--- config.mk ---
export PLATFORM = sky130hd
export DESIGN_NAME = rbp_packer
export DESIGN_NICKNAME = d
export VERILOG_FILES = /design/src/rtl/rbp_pkg.sv /design/src/rtl/rbp_packer.sv /design/src/rtl/rbp_pair_pack.sv
export VERILOG_INCLUDE_DIRS = /design/src /design/src/rtl
export SDC_FILE = /design/constraint.sdc
export NUM_CORES = 1
export LEC_CHECK = 0
export BUFFER_PORTS_ARGS = -buffer_cell sky130_fd_sc_hd__buf_2
export CELL_PAD_IN_SITES_DETAIL_PLACEMENT = 0
export CELL_PAD_IN_SITES_GLOBAL_PLACEMENT = 1
export CORE_MARGIN = 8
export CORE_UTILIZATION = 39
export DETAILED_ROUTE_END_ITERATION = 10
export PLACE_DENSITY = 0.86
export RECOVER_POWER = 100
export SKIP_CTS_REPAIR_TIMING = 1
export SLEW_MARGIN = 40
export SYNTH_ARGS = -nofsm -noshare
export SYNTH_HDL_FRONTEND = slang
export SYNTH_HIERARCHICAL = 1
export SYNTH_SLANG_ARGS = --single-unit
--- constraint.sdc ---
create_clock -name clk_sys -period 1.9 [get_ports clk_sys]
set_clock_uncertainty 0.05 [all_clocks]
set_input_delay 0.38 -clock clk_sys [delete_from_list [all_inputs] [get_ports clk_sys]]
set_output_delay 0.38 -clock clk_sys [all_outputs]
set_load 0.03 [all_outputs]
--- src/rtl/rbp_defines.svh ---
// constants for the raw twelve-bit packer
`ifndef RBP_DEFINES_SVH
`define RBP_DEFINES_SVH
`define RBP_SAMPLE_W 12
`define RBP_BYTE_W 8
`define RBP_HI_MSB 11
`define RBP_HI_LSB 4
`define RBP_LO_MSB 3
`define RBP_LO_LSB 0
`define RBP_PIX_CNT_W 16
`define RBP_SAMPLE_MAX 12'hfff
`endif

--- src/rtl/rbp_pkg.sv ---
// types shared by the raw twelve-bit packer
`default_nettype none
package rbp_pkg;
   `include "rbp_defines.svh"
   typedef logic [`RBP_SAMPLE_W-1:0] rbp_sample_t;
   typedef logic [`RBP_BYTE_W-1:0] rbp_byte_t;
   typedef enum logic [1:0] {RBP_BLUE = 2'h0, RBP_GREEN = 2'h1, RBP_RED = 2'h2} rbp_colour_t;
   // one pixel sample with its position markers
   typedef struct packed {
      rbp_sample_t sample;
      logic lineStart;
      logic frameStart;
      logic lineEnd;
   } rbp_pixel_t;
   // one output byte with its markers
   typedef struct packed {
      rbp_byte_t data;
      logic lineStart;
      logic lineEnd;
      logic oddLine;
   } rbp_byte_beat_t;
   typedef enum logic [2:0] {
      RBP_ST_FIRST = 3'h1,
      RBP_ST_SECOND = 3'h2,
      RBP_ST_TAIL = 3'h4
   } rbp_state_t;
endpackage : rbp_pkg
`default_nettype wire

--- src/rtl/rbp_packer.sv ---
// raw twelve-bit colour-mosaic packer, two pixels into three bytes
`default_nettype none
`include "rbp_defines.svh"
module rbp_packer
   import rbp_pkg::*;
(
   input wire logic clk_sys,
   input wire logic rstn,
   input wire rbp_pixel_t pixIn,
   input wire logic pixValid,
   output logic pixReady,
   output rbp_byte_beat_t byteOut,
   output logic byteValid,
   input wire logic byteReady,
   output rbp_colour_t pixColour,
   output logic [`RBP_PIX_CNT_W-1:0] pixIndex,
   output logic oddLine,
   output logic lineError
);
   rbp_state_t state;
   rbp_state_t next_state;
   rbp_sample_t firstPix;
   rbp_sample_t next_firstPix;
   rbp_sample_t secondPix;
   rbp_sample_t next_secondPix;
   logic [1:0] byteSel;
   logic [1:0] next_byteSel;
   logic pairLast;
   logic next_pairLast;
   logic pairFirst;
   logic next_pairFirst;
   logic parity;
   logic next_parity;
   logic next_pixReady;
   rbp_byte_beat_t next_byteOut;
   logic next_byteValid;
   rbp_colour_t next_pixColour;
   logic [`RBP_PIX_CNT_W-1:0] next_pixIndex;
   logic next_lineError;
   logic [3*`RBP_BYTE_W-1:0] pairBytes;
   logic take;
   logic outFree;

   // colour of a pixel from line parity and pixel parity
   function automatic rbp_colour_t colour_of(input logic oddLn, input logic oddPix);
      rbp_colour_t c;
      c = RBP_GREEN;
      if (!oddLn && !oddPix)
      begin
         c = RBP_BLUE;
      end
      else if (oddLn && oddPix)
      begin
         c = RBP_RED;
      end
      return c;
   endfunction : colour_of

   rbp_pair_pack u_pack (
      .firstPix(firstPix),
      .secondPix(secondPix),
      .pairBytes(pairBytes)
   );

   assign take = pixValid && pixReady;
   assign outFree = !byteValid || byteReady;

   // next state: collect two samples, then emit three bytes
   always_comb
   begin
      next_state = state;
      next_firstPix = firstPix;
      next_secondPix = secondPix;
      next_byteSel = byteSel;
      next_pairLast = pairLast;
      next_pairFirst = pairFirst;
      next_parity = parity;
      next_byteOut = byteOut;
      next_byteValid = byteValid && !byteReady;
      next_pixColour = pixColour;
      next_pixIndex = pixIndex;
      next_lineError = 1'b0;
      next_pixReady = pixReady;
      case (state)
         RBP_ST_FIRST:
         begin
            if (take)
            begin
               next_firstPix = pixIn.sample;
               next_pairFirst = pixIn.lineStart;
               if (pixIn.frameStart)
               begin
                  next_parity = 1'b0;
               end
               else if (pixIn.lineStart)
               begin
                  next_parity = !parity;
               end
               if (pixIn.lineStart)
               begin
                  next_pixIndex = '0;
               end
               else
               begin
                  next_pixIndex = pixIndex + 1'b1;
               end
               next_pixColour = colour_of(next_parity, 1'b0);
               next_lineError = pixIn.lineEnd; // line ended on an even pixel
               next_state = RBP_ST_SECOND;
            end
         end
         RBP_ST_SECOND:
         begin
            if (take)
            begin
               next_secondPix = pixIn.sample;
               next_pairLast = pixIn.lineEnd;
               next_pixIndex = pixIndex + 1'b1;
               next_pixColour = colour_of(parity, 1'b1);
               next_lineError = pixIn.lineStart;
               next_byteSel = 2'h0;
               next_pixReady = 1'b0;
               next_state = RBP_ST_TAIL;
            end
         end
         RBP_ST_TAIL:
         begin
            if (outFree)
            begin
               next_byteValid = 1'b1;
               next_byteOut.oddLine = parity;
               next_byteOut.lineStart = pairFirst && (byteSel == 2'h0);
               next_byteOut.lineEnd = pairLast && (byteSel == 2'h2);
               case (byteSel)
                  2'h0: next_byteOut.data = pairBytes[7:0];
                  2'h1: next_byteOut.data = pairBytes[15:8];
                  default: next_byteOut.data = pairBytes[23:16];
               endcase
               next_byteSel = byteSel + 2'h1;
               if (byteSel == 2'h2)
               begin
                  next_pixReady = 1'b1;
                  next_state = RBP_ST_FIRST;
               end
            end
         end
         default:
         begin
            next_state = RBP_ST_FIRST;
            next_pixReady = 1'b1;
         end
      endcase
   end

   // register every value
   always_ff @(posedge clk_sys or negedge rstn)
   begin
      if (!rstn)
      begin
         state <= RBP_ST_FIRST;
         firstPix <= '0;
         secondPix <= '0;
         byteSel <= 2'h0;
         pairLast <= 1'b0;
         pairFirst <= 1'b0;
         parity <= 1'b0;
         pixReady <= 1'b1;
         byteOut <= '0;
         byteValid <= 1'b0;
         pixColour <= RBP_BLUE;
         pixIndex <= '0;
         lineError <= 1'b0;
      end
      else
      begin
         state <= next_state;
         firstPix <= next_firstPix;
         secondPix <= next_secondPix;
         byteSel <= next_byteSel;
         pairLast <= next_pairLast;
         pairFirst <= next_pairFirst;
         parity <= next_parity;
         pixReady <= next_pixReady;
         byteOut <= next_byteOut;
         byteValid <= next_byteValid;
         pixColour <= next_pixColour;
         pixIndex <= next_pixIndex;
         lineError <= next_lineError;
      end
   end

   assign oddLine = parity;

   // checks next to the packing path
   a_first_hi_byte: assert property (@(posedge clk_sys) disable iff (!rstn)
      (state == RBP_ST_TAIL && outFree && byteSel == 2'h0) |=>
      byteValid && byteOut.data == $past(firstPix[11:4]))
      else $error("first byte not high bits of first pixel");
   a_mid_nibbles: assert property (@(posedge clk_sys) disable iff (!rstn)
      (state == RBP_ST_TAIL && outFree && byteSel == 2'h1) |=>
      byteOut.data == {$past(secondPix[3:0]), $past(firstPix[3:0])})
      else $error("middle byte nibbles wrong");
   a_nibble_order: assert property (@(posedge clk_sys) disable iff (!rstn)
      (state == RBP_ST_TAIL && outFree && byteSel == 2'h1) |=>
      byteOut.data[7:4] == $past(secondPix[3:0]))
      else $error("second pixel nibble not in upper half");
   a_third_hi_byte: assert property (@(posedge clk_sys) disable iff (!rstn)
      (state == RBP_ST_TAIL && outFree && byteSel == 2'h2) |=>
      byteOut.data == $past(secondPix[11:4]))
      else $error("third byte not high bits of second pixel");
   a_three_bytes: assert property (@(posedge clk_sys) disable iff (!rstn)
      (state == RBP_ST_SECOND && take) |=> state == RBP_ST_TAIL && !pixReady)
      else $error("pair did not enter byte emission");
   a_line_end_odd: assert property (@(posedge clk_sys) disable iff (!rstn)
      (state == RBP_ST_TAIL && outFree && byteSel == 2'h2 && pairLast) |=>
      byteValid && byteOut.lineEnd && pixIndex[0])
      else $error("line end not on odd pixel");
   a_index_restart: assert property (@(posedge clk_sys) disable iff (!rstn)
      (state == RBP_ST_FIRST && take && pixIn.lineStart) |=> pixIndex == '0)
      else $error("pixel index not restarted");
   a_frame_even: assert property (@(posedge clk_sys) disable iff (!rstn)
      (state == RBP_ST_FIRST && take && pixIn.frameStart) |=> !oddLine && pixColour == RBP_BLUE)
      else $error("frame did not start on even line");
   a_odd_colours: assert property (@(posedge clk_sys) disable iff (!rstn)
      (state == RBP_ST_SECOND && take && oddLine) |=> pixColour == RBP_RED)
      else $error("odd pixel on odd line not red");
   a_sample_kept: assert property (@(posedge clk_sys) disable iff (!rstn)
      (state == RBP_ST_FIRST && take) |=> firstPix == $past(pixIn.sample))
      else $error("sample altered on capture");
   c_even_pair: cover property (@(posedge clk_sys) disable iff (!rstn)
      byteValid && byteOut.lineEnd && !byteOut.oddLine);
   c_odd_pair: cover property (@(posedge clk_sys) disable iff (!rstn)
      byteValid && byteOut.lineEnd && byteOut.oddLine);
   c_stall: cover property (@(posedge clk_sys) disable iff (!rstn)
      byteValid && !byteReady ##1 byteValid && byteReady);
   c_bad_line: cover property (@(posedge clk_sys) disable iff (!rstn) lineError);
endmodule : rbp_packer
`default_nettype wire

--- src/rtl/rbp_pair_pack.sv ---
// combinational packing of one pixel pair into three bytes
`default_nettype none
`include "rbp_defines.svh"
module rbp_pair_pack
   import rbp_pkg::*;
(
   input wire rbp_sample_t firstPix,
   input wire rbp_sample_t secondPix,
   output logic [3*`RBP_BYTE_W-1:0] pairBytes
);
   // byte0 high of first, byte1 low nibbles, byte2 high of second
   always_comb
   begin
      pairBytes[`RBP_BYTE_W-1:0] = firstPix[`RBP_HI_MSB:`RBP_HI_LSB];
      pairBytes[2*`RBP_BYTE_W-1:`RBP_BYTE_W] =
         {secondPix[`RBP_LO_MSB:`RBP_LO_LSB], firstPix[`RBP_LO_MSB:`RBP_LO_LSB]};
      pairBytes[3*`RBP_BYTE_W-1:2*`RBP_BYTE_W] = secondPix[`RBP_HI_MSB:`RBP_HI_LSB];
   end
endmodule : rbp_pair_pack
`default_nettype wire

=== Yosys cells after proc, flatten, opt, wreduce, memory -nomap -nowiden ===
Cells that the tools add are included.

* Flip-flop bits (word level): 64
* Input bits: 19
* Logic and storage cells: 77

* $add $sub $neg: 2
* Eq/ne operators: 9
* Muxes and demuxes: 31
* Bitwise gates (word level): 1
* Reductions and logical operators: 18

{| class="wikitable"
|+ Operator list
! cell !! count
|-
| 16-bit 2-to-1 mux || 3
|-
| 16-bit one-hot mux with 2 select lines || 1
|-
| 16-bit by 1-bit adder with 16-bit output, second input constant || 1
|-
| 8-bit one-hot mux with 2 select lines || 1
|-
| 1-bit 2-to-1 mux || 12
|-
| 3-bit 2-to-1 mux || 4
|-
| 2-bit 2-to-1 mux || 5
|-
| 3-bit one-hot mux with 3 select lines || 1
|-
| 2-bit != test, second input constant || 4
|-
| 2-bit one-hot mux with 2 select lines || 2
|-
| 4-bit AND reduction || 2
|-
| 2-bit AND reduction || 3
|-
| 3-bit AND reduction || 2
|-
| 1-bit logical AND || 4
|-
| 2-bit nonzero test || 2
|-
| 3-bit by 1-bit equality test with 1-bit output, second input constant || 1
|-
| 3-bit by 2-bit equality test with 1-bit output, second input constant || 1
|-
| 3-bit equality test, second input constant || 1
|-
| 1-bit logical NOT || 3
|-
| 1-bit one-hot mux with 3 select lines || 1
|-
| 2-bit by 1-bit adder with 2-bit output, second input constant || 1
|-
| 2-bit by 1-bit equality test with 1-bit output, second input constant || 1
|-
| 2-bit equality test, second input constant || 1
|-
| 2-bit logical NOT || 1
|-
| 3 further kinds || 3
|}

=== Longest topological paths before layout ===
* Depth in word-level cells: 8
* Mapped depth: 6
* Depth with buffers taken out: 5

=== Cells and area by module ===
Netlist, hierarchy kept.

{| class="wikitable"
|+ By module, submodules not included
! module !! times used !! cells each !! area each (µm²) !! sequential area each (µm²)
|-
| rbp_packer || 1 || 284 || 2879.0 || 1604.0
|-
| rbp_pair_pack || 1 || 24 || 180.2 || 0.0
|}

=== Worst setup path before layout ===
Ideal clock, no wire load.

* Path type: register to register
* From: register pixReady
* To: register pixIndex[11]
* Library setup time: 78 ps
* Arrival: 1955 ps
* Data required time: 1772 ps
* Setup slack: -183 ps
* Cell stages (with the launch flop): 6
* Buffers on the path: 1
* Clock period less this slack: 2083 ps
* Path through: dfstp_2 -> nand3b_1 -> or3_1 -> buf_6 -> or4_1 -> a21oi_1

* Longest elaborated chain between the ends: 3
* Elaborated cells on any way between the ends: 4
* Those cells by class: eq/ne (2); reduce/logical (2)

{| class="wikitable"
|+ Ends and longest elaborated chain
! item !! RTL line !! text
|-
| start: declaration || rbp_packer.sv:11 || <nowiki>output logic pixReady,</nowiki>
|-
| start signal: assignment || rbp_packer.sv:183 || <nowiki>pixReady <= next_pixReady;</nowiki>
|-
| 1-bit logical AND * || rbp_packer.sv:65 || <nowiki>assign take = pixValid && pixReady;</nowiki>
|-
| 2-bit != test (no line) || - ||
|-
| 3-bit AND reduction (no line) * || - ||
|-
| end signal: assignment || rbp_packer.sv:187 || <nowiki>pixIndex <= next_pixIndex;</nowiki>
|-
| end: declaration || rbp_packer.sv:16 || <nowiki>output logic [`RBP_PIX_CNT_W-1:0] pixIndex,</nowiki>
|}

Mark *: on every way between the ends. The rest lies on a longest branch, timed or not.
A chain may end at the register's enable or synchronous reset.

=== Worst setup path after layout ===
Same ends and word-level chain as after synthesis.

==> impl_metrics.ini <==
[cells_and_area]
n_antenna_cell = 0
n_fill_cell = 751
seqCellArea_sq_um = 1605
finalNetCount = 379
multiInputGateArea_sq_um = 1204
final_area_sq_um = 3566
drive_above_1_share_pct = 29.92
synthToLayoutAreaGrowth_pct = 16.56
fin_cells = 463

[pwr]
clockPowerShare_pct = 19.5
internal-power_mw = 3.188
swShare_pct = 38.20
power_mw = 5.159
ir_drop_mv = 0.5114
p_sw_mw = 1.971
seq_power_share_pct = 41.1
p_per_area_nw_per_um2 = 1447
p_leak_nw = 1.741
pwr-share-comb_pct = 39.4

[clock_network]
cts-root-buf = clkbuf_8
numCtsBuffers = 9
clk_latency_ns = 0.34
htreeDepth = 3
clk_pin_slew_ns = 0.07
cts_buffer_depth = 2
clock-sinks = 64
cts_tree = built

[worst_setup_path]
crit_arrival_ns = 2.03
critPathCaptureType = flip-flop
r2r_start = pixReady$_DFFE_PN1P_
crit_fanout = 10
critPathSlowestCell = dfstp_2
cp_cell_sequence = nand3b_1 > or3_4 > or4_1 > a21oi_1
required_ns = 2.11
regToRegEndpoint = pixIndex[11]$_DFFE_PN0P_
crit_path_start_kind = flip-flop
critPathMaxStageDelay_ns = 0.54
critPathKind = reg -> reg
reg2regPathDepth = 4
reg2reg_slack_ns = 0.09
startpoint = pixReady$_DFFE_PN1P_

[placement]
place_area_sq_um = 3386
place_ws_ns = -0.02452
gp_congestion = 0.7423
hpwlAfterDp_mm = 4.727
port_buffers = 51
place_inst = 446

[sta]
setup_viol = 0
tightest_slew_ns = 1.561
relSlewSlack_pct = -4.061
holdWs_ns = 0.1969
fin_crit_sh_pct = 95.35
period_minus_slack_ns = 1.812
maxSlewViolCount = 30
fmax_mhz = 552.0
finalHoldViolations = 0
rsz0062_at_grt = yes
setup_ws_ns = 0.08842

[detailed_routing]
first_iter_violations = 90
vias_per_cell = 4.981
drcViolationCount = 0
routedWlPerCell_microns = 14.00
vias = 2306
first_pass_iters = 4
ant_nets = 0
drt_wl_total_mm = 6.484

[synthesis]
synth_top_area_share_pct = 50.72
yosysMostFrequentCell = nand2_1
ys_async_sr_fraction_pct = 100.0
synth-edff-count = 0
ys_warn_count = 6
yosys-top-cells-count = nand2_1, dfrtp_1, buf_4
ys_seq_area_share_pct = 52.43
synthDistinctLibCells = 39
synth.avg_cell_area_sq_um = 9.932
synthesis.instances = 308
syn-num-nets = 331
synth_ff_type = dfrtp_1
ys_seq_elements = 64
yosysTopAreaCell = dfrtp_1
synth.cell_area_sq_um = 3059
yosys-top-cells-area = dfrtp_1, nand2_1, buf_4

[run_status]
outcome = complete, but fails checks
violations = max-capacitance violations, max-slew violations

[global_route]
grt_pass1_vias = 2339
grt_util_all_layers_pct = 12.29
grt_pass1_wl_mm = 11.06
antenna_found_initial = 0
grt_max_degree = 36
overflow = 0

[die]
io_pins = 52
design.die.area_sq_um = 10930
num_rows = 32
coreArea_sq_um = 7647
start_util_pct = 40.00
die_h_microns = 104.6
die_w_microns = 104.6

[run]
drv_cap = 1

[hold_path]
worst_hold_path_type = in -> async
metrics by stage:
stage	TNS [ns]	utilization, %
4_1_cts	-0.2119	46.43
5_1_grt	-0.1009	46.63
6_report	0	46.63
3_3_place_gp	-0.01629	44.24
3_5_place_dp	-0.08195	44.27
2_1_floorplan	-0.2546	-
cells in the final DEF (no fill, tap or decap), types with 4 or more instances in the layout:
cell       n
ha_1       4
mux2_2    13
or4_1      8
nand2_1   64
clkbuf_8  10
xnor2_1    5
nand3_1    6
clkinv_2   4
o21ai_0   19
dfrtp_1   61
inv_1     10
a22o_1     8
buf_4     19
a21oi_1   19
buf_2     51
o31ai_1   10
nor2_1     8
per-layer routing:
layer  global-route usage, %  share of wire (%)
met5                       0                  0
met3                   3.194                4.2
met1                   15.15                 47
met4                   6.412                2.3
met2                   19.44                 46
sequential cells by signal, summed over array words and instances, names as in the netlist:
signal and flops:
byteOut 11, byteSel 2, byteValid 1, firstPix 12, lineError 1, oddLine 1, pairFirst 1, pairLast 1
pixColour 2, pixIndex 16, pixReady 1, secondPix 12, state 3
final cells by class:
cell class	count	share of cell area, %
clock inverter	4	0.5614
clock buffer	12	4.070
inverter	10	1.053
sequential	64	45.02
multi-input combinational	198	33.75
timing repair buffer	73	11.96
tap	102	3.579
worst max-delay path: cells and delay by family (launching register included):
family | cells | cell delay, ns
AND/OR/NAND/NOR | 3 | 1.02
AO/OA/AOI/OAI | 1 | 0.13
flip-flops | 1 | 0.54
worst max-delay path by stage:
stage | end | slack [ns] | cells after the start
3_5_place_dp | pixIndex[9]$_DFFE_PN0P_ | -0.02 | 4
6_report | pixIndex[11]$_DFFE_PN0P_ | 0.09 | 4
5_1_grt | pixIndex[13]$_DFFE_PN0P_ | -0.03 | 4
2_1_floorplan | pixIndex[15]$_DFFE_PN0P_ | -0.06 | 5
3_3_place_gp | pixIndex[5]$_DFFE_PN0P_ | -0.006 | 4
4_1_cts | pixIndex[9]$_DFFE_PN0P_ | -0.06 | 4
power groups by stage:
stage | combinational (mW) | sequential (mW) | clock, mW
5_1_grt | 2.26 | 2.20 | 1.09
3_3_place_gp | 2.00 | 2.13 | 0
6_report | 2.03 | 2.12 | 1.00
4_1_cts | 2.04 | 2.13 | 1.04
2_1_floorplan | 1.32 | 2.46 | 0
3_5_place_dp | 2.04 | 2.15 | 0
kinds of logic (layout without fill, tap and decap cells):
logic type / after synthesis / in the layout / synth area share (%)
xor+xnor: 7 / 7 / 2.004
flops: 64 / 64 / 52.43
mux: 15 / 15 / 5.440
buf+inv: 46 / 99 / 8.875
compound gates: 64 / 64 / 12.84
simple gates: 108 / 108 / 16.77
fa+ha+maj: 4 / 4 / 1.636
No activity file was read; power rests on OpenSTA's default activity.
